[src/design/regbank_defines.vh]
// Constants for the register field access-type bank.
// Assumes inclusion by regbank.v only.
`ifndef REGBANK_DEFINES_VH
`define REGBANK_DEFINES_VH
`define OFF_CTRL      32'h00000000
`define OFF_STATUS    32'h00000004
`define OFF_EVENT     32'h00000008
`define OFF_SET       32'h0000000c
`define OFF_CLEAR     32'h00000010
`define OFF_ID        32'h00000014
`define RST_CTRL      32'h00000000
`define RST_STATUS    32'h00000000
`define RST_EVENT     32'h00000000
`define RST_SET       32'h00000000
`define ID_VALUE      32'h00a5c3e1
`define READ_ZERO     32'h00000000
`endif

[src/design/regbank.v]
// Register bank showing each field access type on a simple word bus.
// Assumes a single-cycle bus master and synchronous hardware event inputs.
`timescale 1ns/1ns
`include "regbank_defines.vh"

// Functional notes
// RULE1: Clear-on-read field clears after being read
// RULE2: Software writes reset value to read-only fields
// RULE3: W1C readable: one clears, zero keeps
// RULE4: Write back read value to acknowledge status
// RULE5: W1S readable: one sets, zero keeps
// RULE6: Write-only W1C: one clears, reads meaningless
// RULE7: Write-only W1C clears interrupt status bits
// RULE8: Reserved bits read back as zero
// RULE9: Software preserves reserved bits on RMW
// RULE10: Registers decoded at base plus offset
// RULE11: Write-only fields: only writes take effect
// RULE12: Fields take reset values after reset
// RULE13: Read/write field stores and returns value
module regbank #(
  parameter        WIDTH     = 32,
  parameter [31:0] BASE_ADDR = 32'h00000000
) (
  input  wire             sys_clk,
  input  wire             sys_rst,
  input  wire [31:0]      bus_addr,
  input  wire             bus_wr,
  input  wire             bus_rd,
  input  wire [WIDTH-1:0] bus_wdata,
  output reg  [WIDTH-1:0] bus_rdata,
  output wire             bus_err,
  input  wire [WIDTH-1:0] hw_status_set,
  input  wire [WIDTH-1:0] hw_event_set,
  output wire [WIDTH-1:0] ctrl_out,
  output wire [WIDTH-1:0] set_out,
  output wire [WIDTH-1:0] status_out
);

  // Constants at bus width
  localparam [WIDTH-1:0] rst_ctrl_val   = `RST_CTRL;
  localparam [WIDTH-1:0] rst_status_val = `RST_STATUS;
  localparam [WIDTH-1:0] rst_event_val  = `RST_EVENT;
  localparam [WIDTH-1:0] rst_set_val    = `RST_SET;
  localparam [WIDTH-1:0] rst_rdata_val  = `READ_ZERO;
  localparam [WIDTH-1:0] id_val         = `ID_VALUE;
  localparam [WIDTH-1:0] zero_val       = `READ_ZERO;

  // Field storage and next values
  reg  [WIDTH-1:0] ctrl_reg;
  reg  [WIDTH-1:0] status_reg;
  reg  [WIDTH-1:0] event_reg;
  reg  [WIDTH-1:0] set_reg;
  reg  [WIDTH-1:0] rdata_next;
  wire [WIDTH-1:0] ctrl_next;
  wire [WIDTH-1:0] status_next;
  wire [WIDTH-1:0] event_next;
  wire [WIDTH-1:0] set_next;
  wire [WIDTH-1:0] status_clr;
  wire [WIDTH-1:0] set_mask;

  // Decode and qualified strobes
  wire [31:0]      offset;
  wire             sel_ctrl;
  wire             sel_status;
  wire             sel_event;
  wire             sel_set;
  wire             sel_clear;
  wire             sel_id;
  wire             sel_any;
  wire             strobe_any;
  wire             wr_ctrl;
  wire             wr_status;
  wire             wr_set;
  wire             wr_clear;
  wire             wr_status_any;
  wire             rd_event;

  // Address decode relative to the module base
  assign offset     = bus_addr - BASE_ADDR; // [RULE10]
  assign sel_ctrl   = (offset == `OFF_CTRL); // [RULE10]
  assign sel_status = (offset == `OFF_STATUS);
  assign sel_event  = (offset == `OFF_EVENT);
  assign sel_set    = (offset == `OFF_SET);
  assign sel_clear  = (offset == `OFF_CLEAR);
  assign sel_id     = (offset == `OFF_ID);
  assign sel_any    = sel_ctrl || sel_status ||
                      sel_event || sel_set ||
                      sel_clear || sel_id;

  // Strobes
  assign strobe_any    = bus_wr || bus_rd;
  assign wr_ctrl       = bus_wr && sel_ctrl;
  assign wr_status     = bus_wr && sel_status;
  assign wr_set        = bus_wr && sel_set;
  assign wr_clear      = bus_wr && sel_clear;
  assign wr_status_any = wr_status || wr_clear;
  assign rd_event      = bus_rd && sel_event;
  assign bus_err       = strobe_any && !sel_any; // [RULE10]

  // Outputs from flip-flops
  assign ctrl_out   = ctrl_reg;
  assign set_out    = set_reg;
  assign status_out = status_reg;

  // Whole-word write masks
  assign ctrl_next  = wr_ctrl ? bus_wdata : ctrl_reg; // [RULE13]
  assign status_clr = wr_status_any ?
                      bus_wdata : zero_val; // [RULE3] [RULE6] [RULE7] [RULE11]
  assign set_mask   = wr_set ? bus_wdata : zero_val; // [RULE5]

  // Per-bit next values
  genvar i;

  // Status: hardware set beats a software clear
  generate
    for (i = 0; i < WIDTH; i = i + 1)
    begin : g_status
      assign status_next[i] = hw_status_set[i] | (status_reg[i] & ~status_clr[i]); // [RULE4]
    end
  endgenerate

  // Event: cleared by a read unless set again
  generate
    for (i = 0; i < WIDTH; i = i + 1)
    begin : g_event
      assign event_next[i] = hw_event_set[i] | (event_reg[i] & ~rd_event); // [RULE1]
    end
  endgenerate

  // Set-only field
  generate
    for (i = 0; i < WIDTH; i = i + 1)
    begin : g_set
      assign set_next[i] = set_reg[i] | set_mask[i]; // [RULE5]
    end
  endgenerate

  // Read/write field
  always @(posedge sys_clk)
  begin
    if (sys_rst)
    begin
      ctrl_reg <= rst_ctrl_val; // [RULE12]
    end
    else
    begin
      ctrl_reg <= ctrl_next; // [RULE13]
    end
  end

  // Status field
  always @(posedge sys_clk)
  begin
    if (sys_rst)
    begin
      status_reg <= rst_status_val; // [RULE12]
    end
    else
    begin
      status_reg <= status_next; // [RULE3]
    end
  end

  // Clear-on-read field
  always @(posedge sys_clk)
  begin
    if (sys_rst)
    begin
      event_reg <= rst_event_val; // [RULE12]
    end
    else
    begin
      event_reg <= event_next; // [RULE1]
    end
  end

  // Write-one-to-set field
  always @(posedge sys_clk)
  begin
    if (sys_rst)
    begin
      set_reg <= rst_set_val; // [RULE12]
    end
    else
    begin
      set_reg <= set_next; // [RULE5]
    end
  end

  // Registered read data
  always @(posedge sys_clk)
  begin
    if (sys_rst)
    begin
      bus_rdata <= rst_rdata_val;
    end
    else
    begin
      bus_rdata <= rdata_next;
    end
  end

  // Read mux
  always @*
  begin
    rdata_next = zero_val; // [RULE8]
    if (bus_rd)
    begin
      case (offset)
        `OFF_CTRL:   rdata_next = ctrl_reg; // [RULE13]
        `OFF_STATUS: rdata_next = status_reg; // [RULE3]
        `OFF_EVENT:  rdata_next = event_reg; // [RULE1]
        `OFF_SET:    rdata_next = set_reg; // [RULE5]
        `OFF_CLEAR:  rdata_next = zero_val; // [RULE6] [RULE11]
        `OFF_ID:     rdata_next = id_val;
        default:     rdata_next = zero_val; // [RULE8]
      endcase
    end
  end

endmodule

[config.mk]
export PLATFORM = sky130hd
export DESIGN_NAME = regbank
export DESIGN_NICKNAME = d
export VERILOG_FILES = /design/src/design/regbank.v
export VERILOG_INCLUDE_DIRS = /design/src /design/src/design
export SDC_FILE = /design/constraint.sdc
export NUM_CORES = 1
export LEC_CHECK = 0
export BUFFER_PORTS_ARGS = -buffer_cell sky130_fd_sc_hd__buf_2
export CAP_MARGIN = 10
export CELL_PAD_IN_SITES_DETAIL_PLACEMENT = 0
export CELL_PAD_IN_SITES_GLOBAL_PLACEMENT = 1
export CORE_ASPECT_RATIO = 0.8
export CORE_MARGIN = 4
export CORE_UTILIZATION = 40
export DETAILED_ROUTE_END_ITERATION = 8
export PLACE_DENSITY_LB_ADDON = 0.15
export SETUP_SLACK_MARGIN = 0.5
export SKIP_LAST_GASP = 1
export SYNTH_ARGS = -nofsm -noshare
export SYNTH_HDL_FRONTEND = slang
export SYNTH_SLANG_ARGS = --single-unit
[constraint.sdc]
create_clock -name sys_clk -period 5.2 [get_ports sys_clk]
set_clock_uncertainty 0.2 [all_clocks]
set_input_delay 0.26 -clock sys_clk [delete_from_list [all_inputs] [get_ports sys_clk]]
set_output_delay 0.26 -clock sys_clk [all_outputs]
set_load 0.01 [all_outputs]
After elaboration in Yosys (flattened, before gate mapping)

Index checks and enable logic that the tools add are counted.

Register bits: 160
Bits in latches: 0
RAM bits: 0
Bits in read-only memories: 0
Input bits: 132
Output and inout bits: 129
Memories kept: 0

Add/sub/neg operators: 0
$mul: 0
Div/mod/pow operators: 0
Order comparisons: 0
Equal/unequal tests: 5
Shift operators: 0
Muxes and demuxes: 3
Bitwise gates (word level): 194
Reductions and logical operators: 16

Operators by type and width:

| cell                                                 | count |
|---|---|
| one-hot mux 32 bit (5 select lines)                  | 1 |
| OR 1 bit                                             | 96 |
| AND 1 bit                                            | 64 |
| equality test 32 x 4 -> 1 bit, second input constant | 2 |
| equality test 32 x 5 -> 1 bit, second input constant | 2 |
| two-way mux 32 bit                                   | 2 |
| inverter 1 bit                                       | 34 |
| equality test 32 x 3 -> 1 bit, second input constant | 1 |
| zero test 32 bit                                     | 1 |
| logical OR 1 bit                                     | 7 |
| logical AND 1 bit                                    | 6 |
| OR reduction 2 bit                                   | 1 |
| zero test 1 bit                                      | 1 |

Logic depth before layout (Yosys ltp)

Gate-level depths: netlist (run 1).

Word-level depth: 8
Gate-level depth with buffers: 6
Depth with buffers taken out: 4

Worst setup path before layout (run 1)

No wires, ideal clock.

Kind: input -> register
Start: input bus_addr[3]
End: register ctrl_reg[10], in the netlist ctrl_out[10]
Arrival: 1.651 ns
Data required time: 4.928 ns
Path slack: 3.278 ns
Cell stages on the path: 5
Path buffers: 2
Path through: buf_2 > or4b_1 > nor4_4 > buf_6 > mux2i_1

Longest elaborated chain between the ends: 2

Ends and longest elaborated chain:

| element              | line          | source |
|---|---|---|
| from (decl)          | regbank.v:26  | `input wire [31:0] bus_addr,` |
| zero test 32 bit     | -             |  |
| logical AND 1 bit    | regbank.v:92  | `assign wr_ctrl = bus_wr && sel_ctrl;` |
| to (signal assigned) | regbank.v:143 | `ctrl_reg <= rst_ctrl_val;` |
| to (signal assigned) | regbank.v:147 | `ctrl_reg <= ctrl_next;` |
| to (decl)            | regbank.v:49  | `reg [WIDTH-1:0] ctrl_reg;` |

Every way passes these cells.
A chain may end at the register's enable or synchronous reset.

Worst setup path after layout (run 1)

Start: input bus_addr[2]
End: register status_reg[1], in the netlist status_out[1]

Longest elaborated chain between the ends: 7
Elaborated cells on any way between the ends: 9

Ends and longest elaborated chain:

| element                                                                        | line                       | source |
|---|---|---|
| equality test 32 x 3 -> 1 bit or equality test 32 x 5 -> 1 bit (tied branches) | -                          |  |
| logical AND 1 bit (on tied branches)                                           | regbank.v:93, regbank.v:95 |  |
| logical OR 1 bit *                                                             | regbank.v:96               | `assign wr_status_any = wr_status \|\| wr_clear;` |
| two-way mux 32 bit *                                                           | regbank.v:107              | `assign status_clr = wr_status_any ?` |
| inverter 1 bit *                                                               | regbank.v:118              | `assign status_next[i] = hw_status_set[i] \| (status_reg[i] & ~status_clr[i]);` |
| AND 1 bit *                                                                    | regbank.v:118              |  |
| OR 1 bit *                                                                     | regbank.v:118              |  |
| to (signal assigned)                                                           | regbank.v:156              | `status_reg <= rst_status_val;` |
| to (signal assigned)                                                           | regbank.v:160              | `status_reg <= status_next;` |
| to (decl)                                                                      | regbank.v:50               | `reg [WIDTH-1:0] status_reg;` |

Mark *: on every way between the ends. The rest lies on a longest branch, timed or not.

==> flow_summary.json, run 1 <==
{
  "clock.fmax_mhz": 318.7,
  "antenna_found_initial": 1,
  "hold_path.class": "in -> reg",
  "finalWeightedCongestion": 0.8096,
  "r2r-start": "status_out[14]$_SDFF_PP0_",
  "placed_area_um2": 8528,
  "grt_pass1_vias": 6745,
  "n_fill_cell": 1524,
  "drive_above_1_share_pct": 32.92,
  "path_class": "in -> reg",
  "cap_violations": 0,
  "ys_seq_area_share_pct": 45.15,
  "ys_warn_count": 0,
  "grt_pass1_wl_um": 36300,
  "ys.flop_type": "dfxtp_1",
  "hold_path_depth": 4,
  "tns_ns": 0,
  "synth_top_cell_by_area": "dfxtp_1",
  "synthTopCellsByArea": "dfxtp_1 45%, o21bai_1 6.8%, mux4_2 6.3%",
  "worstPathCellList": "buf_2 -> xor2_1 -> nand3b_1 -> nor4_4 -> buf_4 -> a31oi_1 -> dlygate4sd3_1",
  "dp.cells": 1139,
  "cp_max_fo": 38,
  "core_region_area_um2": 17380,
  "dr.pass1.iters": 4,
  "fin_crit_sh_pct": 60.35,
  "met2_usage_pct": 39.28,
  "ir_drop_mv": 0.1697,
  "port_buffers": 260,
  "critPathSlowestCell": "buf_2",
  "dpl.hpwl_um": 15530,
  "drt_iter0_markers": 329,
  "r2r-end": "status_out[14]$_SDFF_PP0_",
  "cp-start-kind": "input pin",
  "worst_setup_path_end_kind": "flip-flop",
  "finalInstanceArea_um2": 10110,
  "synth_area_um2": 7094,
  "synth_edf_count": 0,
  "netlist_top_cells_count": "160 x dfxtp_1, 67 x nand2b_1, 64 x o21bai_1",
  "syn_to_final_growth_pct": 42.47,
  "detail_route.vias_per_cell": 5.206,
  "cts_tree": "built",
  "fp-row-count": 43,
  "io_pins": 261,
  "min_from": "bus_addr[1]",
  "r2r_slack_ns": 3.72,
  "hold_ws_ns": 0.1451,
  "remaining_drc_errors": 0,
  "relSlewSlack_pct": 25.11,
  "finalMaxSlewViolations": 0,
  "status": "finished, final reports clean",
  "stdcell_count": 1265,
  "finalSetupViolCount": 0,
  "worstSkewPairLatency_ns": 0.43,
  "path_clk_slew_ns": 0.06,
  "num_vias": 6585,
  "synth_top_area_share_pct": 45.15,
  "worstPathRequired_ns": 5.31,
  "ys_async_sr_fraction_pct": 0,
  "antenna_left": 0,
  "detail_route.wl_per_cell_um": 18.63,
  "synthDistinctLibCells": 34,
  "track_usage_pct": 23.33,
  "syn-instance-count": 702,
  "total_leakage_power_uw": 0.004923,
  "clk_path_buf_depth": 2,
  "drt-total-wl_um": 23570,
  "whs_endpoint": "bus_rdata[23]$_SDFF_PP0_",
  "cts-root-buf": "clkbuf_16",
  "cts_resized": 0,
  "use_met1_pct": 29.05,
  "dieArea_um2": 19940,
  "max_slew.worst_pin.slew_ns": 1.123,
  "fin_nets": 1161,
  "finalHoldViolCount": 0,
  "min_period_ns": 3.138,
  "power_density_nw_per_um2": 290.7,
  "grt_use_met3_pct": 6.062,
  "cts_hold_buffers": 96,
  "synth-seq-cells": 160,
  "grt_busiest_layer": "met2",
  "grt_max_degree": 121,
  "rsz0062_at_grt": "no",
  "crit_arrival_ns": 3.25,
  "rr_worst_depth": 3,
  "cts_sinks": 160,
  "postSynthAreaPerCell_um2": 10.11,
  "yosysMostFrequentCell": "dfxtp_1",
  "htree_num_levels": 4,
  "cts-buffers-inserted": 17,
  "synthesis.nets": 834,
  "power_uw": 2938,
  "start_util_pct": 40.82,
  "die_h_um": 127.1,
  "gr-total-overflow": 0,
  "cts_setup_buffers": 0,
  "slowest_delay_ns": 0.83,
  "dieWidth_um": 156.9
}
==> metrics by stage <==
| step | util, % | setup slack (ns) |
|---|---|---|
| floorplan | - | 3.278 |
| global placement | 49.07 | 2.068 |
| detailed placement | 49.07 | 1.937 |
| CTS | 58.15 | 2.110 |
| global route | 58.16 | 1.961 |
| finish | 58.16 | 2.062 |
==> cell families after synthesis <==
| group | count (synthesis) | synth area share [%] |
|---|---|---|
| flip-flops | 160 | 45.15 |
| buffers and inverters | 89 | 5.379 |
| XOR/XNOR | 1 | 0.1235 |
| AND/OR/NAND/NOR | 202 | 17.65 |
| AO/OA/AOI/OAI | 186 | 18.92 |
| multiplexers | 64 | 12.77 |
==> area by class of cell <==
type	count	area (µm²)	share of cell area [%]
multi-input cells	453	3552	35.14
flip-flops and latches	160	3203	31.69
repair buffers	365	2332	23.08
clock buffers	20	456.7	4.518
well taps	225	281.5	2.785
clock inverters	9	158.9	1.572
inverters	32	120.1	1.188
diodes	1	2.502	0.02476
==> layout by cell type (no fill, tap or decap), types with 2 or more instances in the layout <==
cell type | netlist | final
a21oi_1 | 33 | 33
a22oi_1 | 12 | 12
a31oi_1 | 32 | 32
a41o_1 | 32 | 32
and2_1 | 12 | 12
buf_2 | 17 | 259
buf_4 | 1 | 10
bufinv_16 | 0 | 4
clkbuf_16 | 0 | 17
clkbuf_8 | 0 | 2
clkinv_4 | 0 | 2
dfxtp_1 | 160 | 160
dlygate4sd3_1 | 0 | 96
inv_1 | 32 | 32
mux2_2 | 12 | 12
mux2i_1 | 32 | 32
mux4_2 | 20 | 20
nand2_1 | 3 | 3
nand2b_1 | 67 | 66
nand3b_1 | 2 | 2
nor2_1 | 46 | 46
nor2b_1 | 53 | 52
nor4_1 | 4 | 4
nor4_4 | 4 | 7
o21bai_1 | 64 | 64
o22ai_1 | 12 | 12
or4_1 | 2 | 2
==> worst max path at each step <==
stage                            from                   endpoint  slack, ns  depth (start not counted)
after floorplan           bus_addr[3]  ctrl_out[10]$_SDFFE_PP0P_       3.28                          5
after global placement    bus_addr[2]   bus_rdata[14]$_SDFF_PP0_       2.07                          5
after detailed placement  bus_addr[2]   bus_rdata[18]$_SDFF_PP0_       1.94                          5
after CTS                 bus_addr[2]  status_out[31]$_SDFF_PP0_       2.11                          7
after global routing      bus_addr[2]   status_out[1]$_SDFF_PP0_       1.96                          7
final                     bus_addr[2]   status_out[1]$_SDFF_PP0_       2.06                          7
==> report_power, final <==
part / switching, µW / leakage (µW) / internal (µW)
sequential: 24.0 / 0.00131 / 1260
combinational: 151 / 0.00331 / 178
clock: 501 / 0.000298 / 823
total: 676 / 0.00492 / 2260
==> worst max-delay path: cells and delay by family <==
family                 cells  cell delay, ns
XOR/XNOR                   1            0.20
AO/OA/AOI/OAI              1            0.14
buffers and inverters      3            1.83
AND/OR/NAND/NOR            2            0.77
==> metal layers <==
metal / up-vias / part of all wire (%)
li1: 3160 / -
met1: 3157 / 43
met2: 232 / 47
met3: 36 / 7.3
met4: 0 / 2.3
met5: - / 0
No activity file was read; power rests on OpenSTA's default activity.
==> run 2, diff against run 1 <==
ABC_AREA = 1   (was unset)
CORE_UTILIZATION = 33   (was 40)
clock period = 2.9 ns   (was 5.2 ns; I/O delays follow)
==> run 2 against run 1 <==
Against the previous run: area after synthesis decreased by 6.3%; via count increased by 12%; sequential power is 78% higher; count of clock-buffer cells in the layout down 1; combinational power increased by 36%; critical endpoint is now status_out[0]$_SDFF_PP0_; clock power grew 79%; non-clock buffer count grew 40.
==> flow_summary.json, run 2 <==
{
  "p_sw_share_pct": 23.85,
  "stdcell_count": 1579,
  "ys_warn_count": 0,
  "detail_route.wl_per_cell_um": 16.31,
  "io_pins": 261,
  "syn_to_final_growth_pct": 51.23,
  "synthTopCellsByArea": "dfxtp_1 48%, nand2_1 15%, a21oi_1 9.3%",
  "cts_sinks": 160,
  "cts_tree": "built",
  "synth_edf_count": 0,
  "num_vias": 7375,
  "ys.flop_type": "dfxtp_1",
  "path_clk_slew_ns": 0.07,
  "cts_resized": 0,
  "dieArea_um2": 22490,
  "cts-root-buf": "clkbuf_16",
  "dpl.hpwl_um": 15750,
  "hold_ws_ns": 0.1574,
  "htree_num_levels": 4,
  "power_density_nw_per_um2": 508.1,
  "layout_commonest_cell": "nand2_1",
  "fin_nets": 1434,
  "track_usage_pct": 22.20,
  "total_leakage_power_uw": 0.004686,
  "cap_violations": 0,
  "final_cell_mix": "261 x nand2_1, 259 x buf_2, 160 x dfxtp_1",
  "grt_max_degree": 129,
  "worst_setup_path_end_kind": "flip-flop",
  "max_slew.worst_pin.slew_ns": 0.9097,
  "cts-buffers-inserted": 17,
  "internal_power_uw": 3890,
  "slowest_delay_ns": 0.60,
  "dr.pass1.iters": 7,
  "syn-instance-count": 937,
  "crit_top_cell": "nand2_1",
  "antenna_found_initial": 0,
  "critPathSlowestCell": "dlygate4sd3_1",
  "cp_max_fo": 20,
  "comb_power_share_pct": 8.8,
  "start_util_pct": 33.58,
  "synthDistinctLibCells": 22,
  "drt_iter0_markers": 352,
  "postSynthAreaPerCell_um2": 7.095,
  "worstSkewPairLatency_ns": 0.42,
  "detail_route.vias_per_cell": 4.671,
  "fin_crit_sh_pct": 74.56,
  "gr-total-overflow": 0,
  "synth-seq-cells": 160,
  "worstPathRequired_ns": 3.01,
  "path_class": "in -> reg",
  "clk_path_buf_depth": 2,
  "core_region_area_um2": 19800,
  "yosysMostFrequentCell": "nand2_1",
  "tns_ns": 0,
  "cp-start-kind": "input pin",
  "clock.fmax_mhz": 462.5,
  "finalSetupViolCount": 0,
  "n_antenna_cell": 0,
  "crit_arrival_ns": 2.27,
  "drive_above_1_share_pct": 24.71,
  "ys_seq_area_share_pct": 48.18,
  "synth_area_um2": 6648,
  "synthesis.nets": 1069,
  "synth_top_area_share_pct": 48.18,
  "pre_cts_ws_ns": 0.4554,
  "remaining_drc_errors": 0,
  "p_clk_share_pct": 46.2,
  "n_fill_cell": 1999,
  "dieWidth_um": 166.7,
  "min_period_ns": 2.162,
  "finalHoldViolCount": 0,
  "grt_pass1_vias": 7096,
  "synth_top_cell_by_area": "dfxtp_1",
  "worstPathCellList": "buf_2 -> nor2_1 -> nand2_1 -> nor2_4 -> nand2_1 -> nand2_2 -> buf_12 -> nand4_1 -> nand2_1 -> a21oi_1 -> dlygate4sd3_1",
  "setup_ws_ns": 0.7376,
  "netlist_top_cells_count": "264 x nand2_1, 160 x dfxtp_1, 125 x nor2_1",
  "dp.cells": 1417,
  "p_switching_uw": 1218,
  "hold_path.class": "in -> reg",
  "status": "finished, final reports clean",
  "finalWeightedCongestion": 0.7694,
  "ys_async_sr_fraction_pct": 0,
  "grt_pass1_wl_um": 39780,
  "fp-row-count": 46,
  "antenna_left": 0,
  "relSlewSlack_pct": 39.14,
  "drt-total-wl_um": 25760,
  "ir_drop_mv": 0.3002,
  "finalMaxSlewViolations": 0,
  "rsz0062_at_grt": "no",
  "port_buffers": 260,
  "die_h_um": 134.9,
  "seqPwrFrac_pct": 45.0
}
[run 2: cell types whose count changed in the layout (fill, tap and decap cells not counted), sizes merged, moves of 20 or more]
cell         delta
a31oi          -32
nand2         +262
o21bai         -64
mux4           -20
dlygate4sd3    +34
mux2i          -32
nand3          +84
nor2b          -53
nand2b         -67
inv            +45
nand4          +32
a41o           -32
a21oi          +95
nor2           +86
[run 2: worst max-delay path, delay by kind of cell]
family | cells | cell delay, ns
and+or+nand+nor | 7 | 1.11
buffers and inverters | 3 | 0.94
AOI/OAI and AO/OA | 1 | 0.06
[run 2: logic make-up (layout without fill, tap and decap cells)]
family                 after synthesis  in the layout  synth area share [%]
buffers and inverters              131            509                 9.035
AOI/OAI and AO/OA                  129            129                 9.938
DFF                                160            160                 48.18
and+or+nand+nor                    517            517                 32.84
[run 2: per-stage QoR]
stage	power (µW)	area, µm²	utilization, %
4_1_cts	5154	10050	50.78
3_3_place_gp	2646	8144	41.13
3_5_place_dp	2647	8144	41.13
6_report	5108	10050	50.78
5_1_grt	5284	10050	50.78
2_1_floorplan	2467	6648	-
[run 2: per-layer routing]
layer / global-route usage [%] / part of all wire, % / vias up
li1: - / - / 3721
met1: 31.01 / 48 / 3366
met2: 34.83 / 44 / 264
met3: 5.239 / 6.9 / 24
met4: 5.725 / 1.3 / 0
met5: 0 / 0 / -
[run 2: power groups by stage]
stage | combinational (µW) | sequential, µW | clock [µW]
floorplan | 109 | 2360 | 0
global placement | 295 | 2350 | 0
detailed placement | 296 | 2350 | 0
CTS | 443 | 2300 | 2410
global route | 490 | 2310 | 2490
finish | 447 | 2300 | 2360
[run 2: what timing repair did]
action / 4_1_cts / 5_1_grt
hold buffers: 130 / 0
hold endpoints to repair: 133 / 0
setup buffers: 0 / 0
[run 2: final timing paths]
path | slack, ns | endpoint | cells past startpoint | from
setup / recovery | 0.74 | status_out[0]$_SDFF_PP0_ | 11 | bus_addr[13]
hold / removal | 0.16 | bus_rdata[2]$_SDFF_PP0_ | 7 | bus_addr[3]
setup reg to reg | 1.47 | status_out[0]$_SDFF_PP0_ | 3 | status_out[0]$_SDFF_PP0_
hold reg to reg | 0.26 | set_out[21]$_SDFF_PP0_ | 2 | set_out[21]$_SDFF_PP0_
[run 2: cell type report]
cell class / instances / area, µm² / area share (%)
well taps: 264 / 330.3 / 3.286
multi-input cells: 646 / 2874 / 28.59
clock buffers: 19 / 432.9 / 4.306
repair buffers: 405 / 2768 / 27.53
clock inverters: 13 / 175.2 / 1.742
flip-flops and latches: 160 / 3203 / 31.86
inverters: 72 / 270.3 / 2.688
==> run 3, diff against run 2 <==
clock period = 2.25 ns   (was 2.9 ns; I/O delays follow)
==> run 3 against run 2 <==
Against the previous run: critical path type is now in -> out; largest power group is now registers; clock power is 21% higher; routed wire length is 2.9% higher; final area decreased by 0.24%.
==> flow_summary.json, run 3 (same netlist as run 2, synthesis figures left out) <==
{
  "status": "finished, final reports clean",
  "min_period_ns": 1.696,
  "start_util_pct": 33.58,
  "comb_power_share_pct": 8.4,
  "dieArea_um2": 22490,
  "power_uw": 6351,
  "dpl.hpwl_um": 16540,
  "total_leakage_power_uw": 0.004673,
  "io_pins": 261,
  "track_usage_pct": 22.97,
  "worstSkewPairLatency_ns": 0.42,
  "grt_pass1_wl_um": 40930,
  "max_slew.worst_pin.slew_ns": 0.8687,
  "n_antenna_cell": 0,
  "final_util_pct": 50.66,
  "grt_max_degree": 75,
  "antenna_left": 0,
  "syn_to_final_growth_pct": 50.87,
  "die_h_um": 134.9,
  "rsz0062_at_grt": "yes",
  "clock.fmax_mhz": 589.8,
  "core_region_area_um2": 19800,
  "power_density_nw_per_um2": 633.2,
  "cts-root-buf": "clkbuf_16",
  "port_buffers": 260,
  "cts_sinks": 160,
  "drt-total-wl_um": 26500,
  "num_vias": 7388,
  "relSlewSlack_pct": 41.90,
  "tns_ns": 0,
  "grt_pass1_vias": 7180,
  "cap_violations": 0,
  "drt_iter0_markers": 456,
  "fp-row-count": 46,
  "p_clk_share_pct": 44.9,
  "finalMaxSlewViolations": 0,
  "crit_start": "bus_wr",
  "fin_nets": 1424,
  "pre_cts_ws_ns": 0.2853,
  "drive_above_1_share_pct": 27.38,
  "r2r_slack_ns": 0.87,
  "seqPwrFrac_pct": 46.7,
  "clk_path_buf_depth": 2,
  "antenna_found_initial": 0,
  "p_switching_uw": 1581,
  "crit_arrival_ns": 1.38,
  "hold_path.class": "in -> reg",
  "setup_ws_ns": 0.5545,
  "cp_max_fo": 13,
  "finalWeightedCongestion": 0.8499,
  "cts_tree": "built",
  "r2r-start": "event_reg[30]$_SDFF_PP0_",
  "dr.pass1.iters": 5,
  "dieWidth_um": 166.7,
  "gr-total-overflow": 0,
  "detail_route.wl_per_cell_um": 16.90,
  "finalHoldViolCount": 0,
  "placed_area_um2": 8282,
  "final_cell_mix": "259 x buf_2, 257 x nand2_1, 160 x dfxtp_1",
  "finalInstanceArea_um2": 10030,
  "htree_num_levels": 4,
  "cts-buffers-inserted": 17,
  "layout_commonest_cell": "buf_2",
  "rr_worst_depth": 3,
  "path_clk_slew_ns": 0.06,
  "worst_setup_path_end_kind": "output pin",
  "p_sw_share_pct": 24.89,
  "ir_drop_mv": 0.4190,
  "detail_route.vias_per_cell": 4.712,
  "fin_crit_sh_pct": 75.36,
  "finalSetupViolCount": 0,
  "path_class": "in -> out",
  "hold_path_depth": 3,
  "worstPathRequired_ns": 1.94,
  "internal_power_uw": 4770,
  "cp-start-kind": "input pin",
  "remaining_drc_errors": 0,
  "min_from": "sys_rst"
}
==> run 3: repair_timing <==
item | in CTS | in global routing
gates cloned | 1 | 1
resized for setup | 2 | 16
pin swaps | 1 | 4
endpoints found under the setup margin | 1 | 2
setup buffers | 0 | 7
hold buffers | 101 | 0
endpoints found under the hold margin | 132 | 0
==> run 3: critical path, stage by stage <==
cell and delay [ns]:
dlygate4sd3_1 0.54, buf_2 0.28, o21ai_0 0.14, nor2_1 0.15, buf_2 0.16
==> run 3: power by group through the flow <==
| stage | clock, µW | combinational [µW] | sequential, µW |
|---|---|---|---|
| global placement | 0 | 381 | 3030 |
| finish | 2850 | 533 | 2970 |
| floorplan | 0 | 141 | 3040 |
| CTS | 2930 | 524 | 2970 |
| global route | 3020 | 587 | 2980 |
| detailed placement | 0 | 384 | 3030 |
==> run 3: final cells by class <==
| type | instances | area (µm²) |
|---|---|---|
| well taps | 264 | 330.3 |
| clock buffers | 18 | 439.2 |
| clock inverters | 13 | 128.9 |
| repair buffers | 395 | 2729 |
| flip-flops and latches | 160 | 3203 |
| multi-input cells | 646 | 2927 |
| inverters | 72 | 272.8 |
| fillers | 2040 | 9769 |
==> run 3: worst paths after layout <==
check	to
worst max-delay path	bus_err
worst min-delay path	event_reg[31]$_SDFF_PP0_
worst max register to register	event_reg[30]$_SDFF_PP0_
worst min register to register	set_out[9]$_SDFF_PP0_
==> run 3: metal layers <==
layer | global-route usage [%] | up-vias | routed length, µm
met2 | 35.85 | 292 | 11560
met1 | 32.05 | 3362 | 12490
met4 | 6.406 | 0 | 403
met3 | 5.385 | 31 | 2047
li1 | - | 3703 | -
met5 | 0 | - | 0
==> run 3: stage by stage <==
step           instances  hold slack, ns
3_3_place_gp        1427          0.1163
3_5_place_dp        1427          0.1211
2_1_floorplan        937         0.02993
5_1_grt             1568         0.03842
6_report            1568         0.01473
4_1_cts             1560        0.006243
